File: src/rtl/switch_check_map.svh
// Register indices, field positions and reset values of the switch check block.
`ifndef SWITCH_CHECK_MAP_SVH
`define SWITCH_CHECK_MAP_SVH

// Register indices; the byte address on the bus is four times the index.
`define IDX_LOWER_LIMIT 8'h4C
`define IDX_UPPER_LIMIT 8'h4D
`define IDX_RESULT 8'h50
`define IDX_SETUP 8'h60
`define IDX_STATUS 8'h61
`define IDX_MASK 8'h62

// Reset values.
`define RST_UPPER_LIMIT 14'h0000
`define RST_LOWER_LIMIT 14'h0000
`define RST_RESULT 14'h0000
`define RST_SETUP 4'h0
`define RST_MASK 3'h0
`define RST_STATUS 3'h0

// Left-aligned 14-bit values sit in bits 15 down to 2 of a 16-bit word.
`define VAL_MSB 15
`define VAL_LSB 2

// Setup register fields.
`define SETUP_TEST_EN_BIT 0
`define SETUP_PICK_LSB 1
`define SETUP_PICK_MSB 3
`define PICK_NONE 3'h0

// Status and mask register fields.
`define STAT_HIGH_BIT 0
`define STAT_LOW_BIT 1
`define STAT_RESULT_BIT 2
`define STAT_W 3

`endif

File: src/rtl/switch_check_pkg.sv
// Types shared by the switch check block and its bench.
package switch_check_pkg;

    // One ADC word; is_selftest_measurement_result marks a self-test measurement rather than a switch test result.
    typedef struct packed {
        logic valid;
        logic is_selftest_measurement_result;
        logic [15:0] data;
    } adc_word_s;

    // Software-written setup of the test logic.
    typedef struct packed {
        logic [2:0] pick;
        logic test_en;
    } setup_s;

    typedef enum logic [0:0] {
        BUS_IDLE,
        BUS_DONE
    } bus_state_e;

endpackage

File: src/rtl/switch_check_limit_and_result.sv
// Switch test limits, self-test result register and their Avalon-MM register slave.
//
// Behaviour
// The block holds a 14-bit upper limit for the switch conducting and sense-wire tests.
// Each test result greater than the upper limit raises a balancing-switch alert.
// A test result below the upper limit is normal and raises no upper-limit alert.
// Software should write the limits before it starts a diagnostic measurement.
// Bits 1 and 0 of the upper-limit register read as zero whatever was written.
// The result register holds the 14-bit result of the picked self-test measurement in bits 15 to 2.
// Bits 1 and 0 of the result register read as zero.
// The result register is read-only, ignores writes and resets to zero.
// Each test result below a separate 14-bit lower limit also raises a balancing-switch alert.
// Comparison uses the left-aligned values and is made for every single result of the test.
`timescale 1ns/10ps
`include "switch_check_map.svh"
module switch_check_limit_and_result #(
    parameter int ADDR_W = 10,
    parameter int RES_W = 14
) (
    // Clock, reset and enable
    input wire logic core_clk,
    input wire logic reset,
    input wire logic ce,
    // Avalon-MM slave, byte addressed
    input wire logic [ADDR_W-1:0] address,
    input wire logic read,
    input wire logic write,
    input wire logic [31:0] writedata,
    output logic [31:0] readdata,
    output logic waitrequest,
    // ADC result stream
    input wire switch_check_pkg::adc_word_s adc,
    // Setup towards the ADC sequencer
    output logic test_en,
    output logic [2:0] selftest_pick,
    // Alerts
    output logic switch_alert,
    output logic irq
);
    // Register state.
    logic [RES_W-1:0] upper_r;
    logic [RES_W-1:0] lower_r;
    logic [RES_W-1:0] result_r;
    logic [`STAT_W-1:0] mask_r;
    switch_check_pkg::setup_s setup_r;
    switch_check_pkg::bus_state_e state_r;
    logic [`STAT_W-1:0] status_r;
    logic [`STAT_W-1:0] reported_r;
    logic high_r;
    logic low_r;
    logic irq_r;
    logic alert_r;

    // Address decode.
    wire logic [7:0] idx = 8'(address[ADDR_W-1:2]);
    wire logic aligned = (address[1:0] == 2'h0);
    wire logic hit_upper = aligned && (idx == `IDX_UPPER_LIMIT);
    wire logic hit_lower = aligned && (idx == `IDX_LOWER_LIMIT);
    wire logic hit_result = aligned && (idx == `IDX_RESULT);
    wire logic hit_setup = aligned && (idx == `IDX_SETUP);
    wire logic hit_status = aligned && (idx == `IDX_STATUS);
    wire logic hit_mask = aligned && (idx == `IDX_MASK);

    // A request is taken in idle and completes at the edge where waitrequest is low.
    wire logic take = (state_r == switch_check_pkg::BUS_IDLE) && (read || write);
    wire logic done = (state_r == switch_check_pkg::BUS_DONE);
    wire logic wr_fire = done && write;
    wire logic rd_fire = done && read;

    // Read data mux; unmapped addresses read as zero.
    wire logic [15:0] rd_upper = {upper_r, 2'b00};
    wire logic [15:0] rd_lower = {lower_r, 2'b00};
    wire logic [15:0] rd_result = {result_r, 2'b00};
    wire logic [15:0] rd_setup = {12'h000, setup_r};
    wire logic [15:0] rd_status = {13'h0, status_r};
    wire logic [15:0] rd_mask = {13'h0, mask_r};
    wire logic [15:0] rd_mux =
        hit_upper ? rd_upper :
        hit_lower ? rd_lower :
        hit_result ? rd_result :
        hit_setup ? rd_setup :
        hit_status ? rd_status :
        hit_mask ? rd_mask : 16'h0000;

    // Only the bits that the read actually returned are cleared, so an event that
    // lands between the data capture and the completing edge survives.
    wire logic [`STAT_W-1:0] stat_clear = (rd_fire && hit_status) ? reported_r : `RST_STATUS;

    // Self-test capture; pick zero means no measurement, so nothing is stored.
    wire logic capture = adc.valid && adc.is_selftest_measurement_result && (setup_r.pick != `PICK_NONE);

    wire logic [`STAT_W-1:0] events = {capture, low_r, high_r};

    // Bus handshake.
    always_ff @(posedge core_clk) begin
        if (reset) begin
            state_r <= switch_check_pkg::BUS_IDLE;
            waitrequest <= 1'b1;
            readdata <= 32'h0000_0000;
            reported_r <= `RST_STATUS;
        end else if (ce) begin
            unique case (state_r)
                switch_check_pkg::BUS_IDLE: begin
                    if (take) begin
                        state_r <= switch_check_pkg::BUS_DONE;
                        waitrequest <= 1'b0;
                        readdata <= {16'h0000, rd_mux};
                        reported_r <= status_r;
                    end
                end
                switch_check_pkg::BUS_DONE: begin
                    state_r <= switch_check_pkg::BUS_IDLE;
                    waitrequest <= 1'b1;
                end
            endcase
        end
    end

    // Writable registers; the low two bits of a limit write are dropped.
    always_ff @(posedge core_clk) begin
        if (reset) begin
            upper_r <= `RST_UPPER_LIMIT;
            lower_r <= `RST_LOWER_LIMIT;
            setup_r <= `RST_SETUP;
            mask_r <= `RST_MASK;
        end else if (ce && wr_fire) begin
            if (hit_upper) begin
                upper_r <= writedata[`VAL_MSB:`VAL_LSB];
            end
            if (hit_lower) begin
                lower_r <= writedata[`VAL_MSB:`VAL_LSB];
            end
            if (hit_setup) begin
                setup_r <= writedata[`SETUP_PICK_MSB:`SETUP_TEST_EN_BIT];
            end
            if (hit_mask) begin
                mask_r <= writedata[`STAT_W-1:0];
            end
        end
    end

    // Result register: loaded only by the ADC, never by the bus.
    always_ff @(posedge core_clk) begin
        if (reset) begin
            result_r <= `RST_RESULT;
        end else if (ce && capture) begin
            result_r <= adc.data[`VAL_MSB:`VAL_LSB];
        end
    end

    // Setup outputs follow their register one cycle later.
    always_ff @(posedge core_clk) begin
        if (reset) begin
            test_en <= 1'b0;
            selftest_pick <= `PICK_NONE;
        end else if (ce) begin
            test_en <= setup_r.test_en;
            selftest_pick <= setup_r.pick;
        end
    end

    // The limits are not latched per test; a limit changed mid-test applies to the next result.
    limit_check #(
        .RES_W(RES_W)
    ) u_limit (
        .core_clk(core_clk),
        .reset(reset),
        .ce(ce),
        .adc(adc),
        .enable(setup_r.test_en),
        .upper(upper_r),
        .lower(lower_r),
        .high_r(high_r),
        .low_r(low_r),
        .alert_r(alert_r)
    );

    sticky_status #(
        .W(`STAT_W)
    ) u_status (
        .core_clk(core_clk),
        .reset(reset),
        .ce(ce),
        .set(events),
        .clear(stat_clear),
        .mask(mask_r),
        .status_r(status_r),
        .irq_r(irq_r)
    );

    assign switch_alert = alert_r;
    assign irq = irq_r;

    wire logic [RES_W-1:0] adc_res = adc.data[`VAL_MSB:`VAL_LSB];
    wire logic judged = ce && adc.valid && !adc.is_selftest_measurement_result && setup_r.test_en;

    // Further checks on the bus, the limits, the sticky status and the clock enable.
    // Each one that looks across an edge, apart from the hold checks and a_freeze, is gated by ce, because a low ce freezes every flop.
    wire logic any_hit = hit_upper || hit_lower || hit_result || hit_setup || hit_status || hit_mask;
    wire logic any_event = ce && (capture || high_r || low_r);
endmodule

File: src/rtl/limit_check.sv
// Window comparison of switch test results against the upper and lower limits.
`timescale 1ns/10ps
`include "switch_check_map.svh"
module limit_check #(
    parameter int RES_W = 14
) (
    // Clock, reset and enable
    input wire logic core_clk,
    input wire logic reset,
    input wire logic ce,
    // Result stream and limits
    input wire switch_check_pkg::adc_word_s adc,
    input wire logic enable,
    input wire logic [RES_W-1:0] upper,
    input wire logic [RES_W-1:0] lower,
    // One-cycle alert pulses
    output logic high_r,
    output logic low_r,
    output logic alert_r
);
    // Both sides are left-aligned words, so the raw 14-bit fields compare directly.
    wire logic [RES_W-1:0] res = adc.data[`VAL_MSB:`VAL_LSB];
    wire logic judge = adc.valid && !adc.is_selftest_measurement_result && enable;
    wire logic above = judge && (res > upper);
    wire logic below = judge && (res < lower);

    always_ff @(posedge core_clk) begin
        if (reset) begin
            high_r <= 1'b0;
            low_r <= 1'b0;
            alert_r <= 1'b0;
        end else if (ce) begin
            high_r <= above;
            low_r <= below;
            alert_r <= above || below;
        end
    end
endmodule

File: src/rtl/sticky_status.sv
// Sticky event bits with read-clear, mask and one level interrupt.
`timescale 1ns/10ps
module sticky_status #(
    parameter int W = 3
) (
    // Clock, reset and enable
    input wire logic core_clk,
    input wire logic reset,
    input wire logic ce,
    // Events and software side
    input wire logic [W-1:0] set,
    input wire logic [W-1:0] clear,
    input wire logic [W-1:0] mask,
    // State
    output logic [W-1:0] status_r,
    output logic irq_r
);
    wire logic [W-1:0] status_nxt;

    // A set in the same cycle as the clear wins, so no event is lost.
    genvar i;
    generate
        for (i = 0; i < W; i++) begin : g_bit
            assign status_nxt[i] = set[i] || (status_r[i] && !clear[i]);
        end
    endgenerate

    always_ff @(posedge core_clk) begin
        if (reset) begin
            status_r <= '0;
            irq_r <= 1'b0;
        end else if (ce) begin
            status_r <= status_nxt;
            irq_r <= |(status_nxt & mask);
        end
    end
endmodule

File: config.mk
export PLATFORM = sky130hd
export DESIGN_NAME = switch_check_limit_and_result
export DESIGN_NICKNAME = d
export VERILOG_FILES = /design/src/rtl/switch_check_pkg.sv /design/src/rtl/switch_check_limit_and_result.sv /design/src/rtl/limit_check.sv /design/src/rtl/sticky_status.sv
export VERILOG_INCLUDE_DIRS = /design/src /design/src/rtl
export SDC_FILE = /design/constraint.sdc
export NUM_CORES = 1
export LEC_CHECK = 0
export BUFFER_PORTS_ARGS = -buffer_cell sky130_fd_sc_hd__buf_4
export CAP_MARGIN = 15
export CORE_MARGIN = 2
export CORE_UTILIZATION = 50
export CTS_CLUSTER_DIAMETER = 100
export CTS_CLUSTER_SIZE = 28
export DETAILED_ROUTE_END_ITERATION = 10
export GPL_ROUTABILITY_DRIVEN = 0
export GPL_TIMING_DRIVEN = 0
export PLACE_DENSITY_LB_ADDON = 0.12
export SLEW_MARGIN = 15
export SYNTH_ARGS = -nofsm -noshare
export SYNTH_HDL_FRONTEND = slang
export SYNTH_HIERARCHICAL = 1
export SYNTH_SLANG_ARGS = --single-unit
export TNS_END_PERCENT = 20
File: constraint.sdc
create_clock -name core_clk -period 6.4 [get_ports core_clk]
set_input_delay 1.28 -clock core_clk [delete_from_list [all_inputs] [get_ports core_clk]]
set_output_delay 1.28 -clock core_clk [all_outputs]
set_load 0.05 [all_outputs]
==> impl_metrics.toml <==
[drt]
wl_met2_um = 5060
routed.top_layer = "met4"
route.detailed.drc = 0
vias = 3809
first_iter_violations = 244
via_per_inst = 5.43
wl_met1_um = 5020
antenna_left = 0
wire_per_inst_um = 15.6
dr.pass1.iters = 6
wl_met3_um = 708
wl_um = 10900

[clocking]
cts_hold_buf = 0
clk_pin_slew_ns = 0.08
cts.sink_count = 81
cts.path.max_buffers = 2
cts_setup_buffers = 0
cts_root_buf = "clkbuf_8"
post_cts_resized = 0
clk_latency_ns = 0.35
cts.htree.levels = 3
numCtsBuffers = 9
tritoncts = "done"

[sta]
finalSetupTns_ns = 0
setup_slack_ns = 3.30
tightest_slew_ns = 0.827
clock_skew_ns = 0.00688
period_needed_ns = 3.10
rsz0062_at_grt = "false"
fin_crit_sh = 0.484
max_freq_mhz = 323
relSlewSlack = 0.448
drv_slew = 0
finalSetupViolations = 0
final_hold_viol_count = 0

[final_layout]
post-route-util = 0.630
fin_nets = 683
fillers = 734
drive_above_1_share = 0.213
post-route-cell-area_um2 = 5230
final_cell_mix = "82 x buf_4, 81 x dfxtp_1, 63 x nor2_1"
antennaDiodeCount = 0
final_common_cell = "buf_4"
areaGrowthSynthToFinish_pct = 20.9

[power]
pwr_density_cell_nw_per_um2 = 211
pwr-share-seq = 0.465
p_int_mw = 0.808
p_leak_nw = 2.22
switchingPower_mw = 0.296
power.total_mw = 1.10
combPwrFrac = 0.149
swShare = 0.268
vdd.ir_drop.worst_mv = 0.122
clkPwrFrac = 0.385

[worst_setup_path]
crit_fanout = 10
worst_ep_required_time_ns = 6.61
cp_data_arrival_time_ns = 3.31
timing.rr.end = "readdata[14]"
startpoint_type = "input port"
critPathKind = "input port to register"
r2r_setup_slack_ns = 4.33
endpoint = "readdata[14]"
endpoint_kind = "register"
reg2reg_from = "done"
r2r_cells = 6
cp-startpoint = "ce"

[floorplanning]
start_util = 0.521
die_area_um2 = 9410
die_h_um = 97.0
io-pin-count = 104
coreArea_um2 = 8300
die_w_um = 97.0
rows = 33

[place]
dp_slack_ns = 3.02
placed_area_um2 = 5000
numPortBuffers = 65
hpwlAfterDp_um = 8460

[job]
cap_violations = 0

[grt]
antenna_found_initial = 0
grt_max_degree = 14
grt_pass1_vias = 3493
grt_pass1_wl_um = 17900
overflow = 0
track_usage = 0.234

[logic_synthesis]
yosys_warnings = 6
synth.ff_latch_count = 81
syn_inst = 500
syn_avg_cell_area_um2 = 8.65
ys_types = 56
synth_flop_cell = "dfxtp_1"
yosysSeqAreaShare = 0.375
ys_async_sr_fraction = 0
syn-cell-area_um2 = 4330
synth_edf_count = 0

[worst_hold_path]
min_path_type = "register to register"

[run_status]
outcome = "finished, final reports clean"
-- power by group through the flow --
| stage | registers (mW) | clock network (mW) | logic, mW |
|---|---|---|---|
| 2_1_floorplan | 0.547 | 0 | 0.0855 |
| 3_3_place_gp | 0.526 | 0 | 0.162 |
| 3_5_place_dp | 0.526 | 0 | 0.163 |
| 4_1_cts | 0.514 | 0.429 | 0.164 |
| 5_1_grt | 0.515 | 0.460 | 0.178 |
| 6_report | 0.514 | 0.426 | 0.165 |
-- area by class of cell --
cell class | instances | area, um2 | share of cell area
plain buffers | 46 | 263 | 0.0502
clock buffers | 11 | 151 | 0.0289
clock inverters | 5 | 77.6 | 0.0148
inverters | 30 | 113 | 0.0215
flip-flops and latches | 81 | 1620 | 0.310
well taps | 105 | 131 | 0.0251
repair buffers | 65 | 488 | 0.0933
multi-input cells | 358 | 2390 | 0.456
-- logic make-up after synthesis --
group                    share of synthesized area
other                                     0.000867
flip-flops                                   0.375
adder cells (fa/ha/maj)                     0.0781
AND/OR/NAND/NOR                              0.217
multiplexers                                 0.124
AO/OA/AOI/OAI                                0.119
buffers and inverters                       0.0868
-- sequential cells by signal (all words and copies together) (netlist names), 3 cells and up --
name,cells
lower_r,14
result_r,14
u_status/status_r,3
mask_r,3
upper_r,14
reported_r,3
rd_setup,4
selftest_pick,3
readdata,16
-- cell usage after synthesis (3+ instances only) --
| cell type | number | area [um2] |
|---|---|---|
| and2_1 | 4 | 25.0 |
| inv_1 | 30 | 113 |
| dfxtp_1 | 81 | 1620 |
| nor2_1 | 63 | 236 |
| ha_1 | 27 | 338 |
| a221oi_1 | 12 | 105 |
| buf_2 | 3 | 15.0 |
| nand2_1 | 38 | 143 |
| o21ai_0 | 7 | 35.0 |
| buf_4 | 17 | 128 |
| nand3_1 | 18 | 90.1 |
| clkbuf_1 | 21 | 78.8 |
| buf_6 | 3 | 33.8 |
| o31ai_1 | 3 | 22.5 |
| nor3_1 | 16 | 80.1 |
| nand2b_1 | 6 | 37.5 |
| a21oi_1 | 35 | 175 |
| mux2i_1 | 40 | 400 |
| nor4_1 | 3 | 18.8 |
| nand3b_1 | 3 | 22.5 |
| nand4_1 | 8 | 50.1 |
| mux2_2 | 12 | 135 |
| a22oi_1 | 4 | 30.0 |
| nor2b_1 | 5 | 31.3 |
-- how the worst min path moves through the flow --
stage               depth (start not counted)       endpoint          start  slack (ns)
global route                                2   result_r[11]   result_r[11]        0.48
global placement                            2  reported_r[0]  reported_r[0]        0.44
detailed placement                          2  reported_r[2]  reported_r[2]        0.45
CTS                                         2  reported_r[2]  reported_r[2]        0.46
finish                                      2  reported_r[2]  reported_r[2]        0.45
floorplan                                   2  reported_r[0]  reported_r[0]        0.43
-- per-stage QoR --
step           hold slack [ns]  cells
3_3_place_gp             0.439    685
2_1_floorplan            0.432    515
6_report                 0.453    701
3_5_place_dp             0.448    685
4_1_cts                  0.456    701
5_1_grt                  0.480    701
-- critical path, cell delays in order --
cell      delay (ns)
buf_4           0.11
clkbuf_1        0.29
o21ai_0         0.25
or2_2           0.34
clkbuf_1        0.25
buf_1           0.30
a221oi_1        0.39
nor3_1          0.09
-- routing by layer --
| layer | track usage | vias up |
|---|---|---|
| met2 | 0.378 | 119 |
| met3 | 0.0340 | 12 |
| met5 | 0 | - |
| li1 | - | 1907 |
| met1 | 0.329 | 1771 |
| met4 | 0.0585 | 0 |
Note: power is estimated with default switching activity, not from simulation.
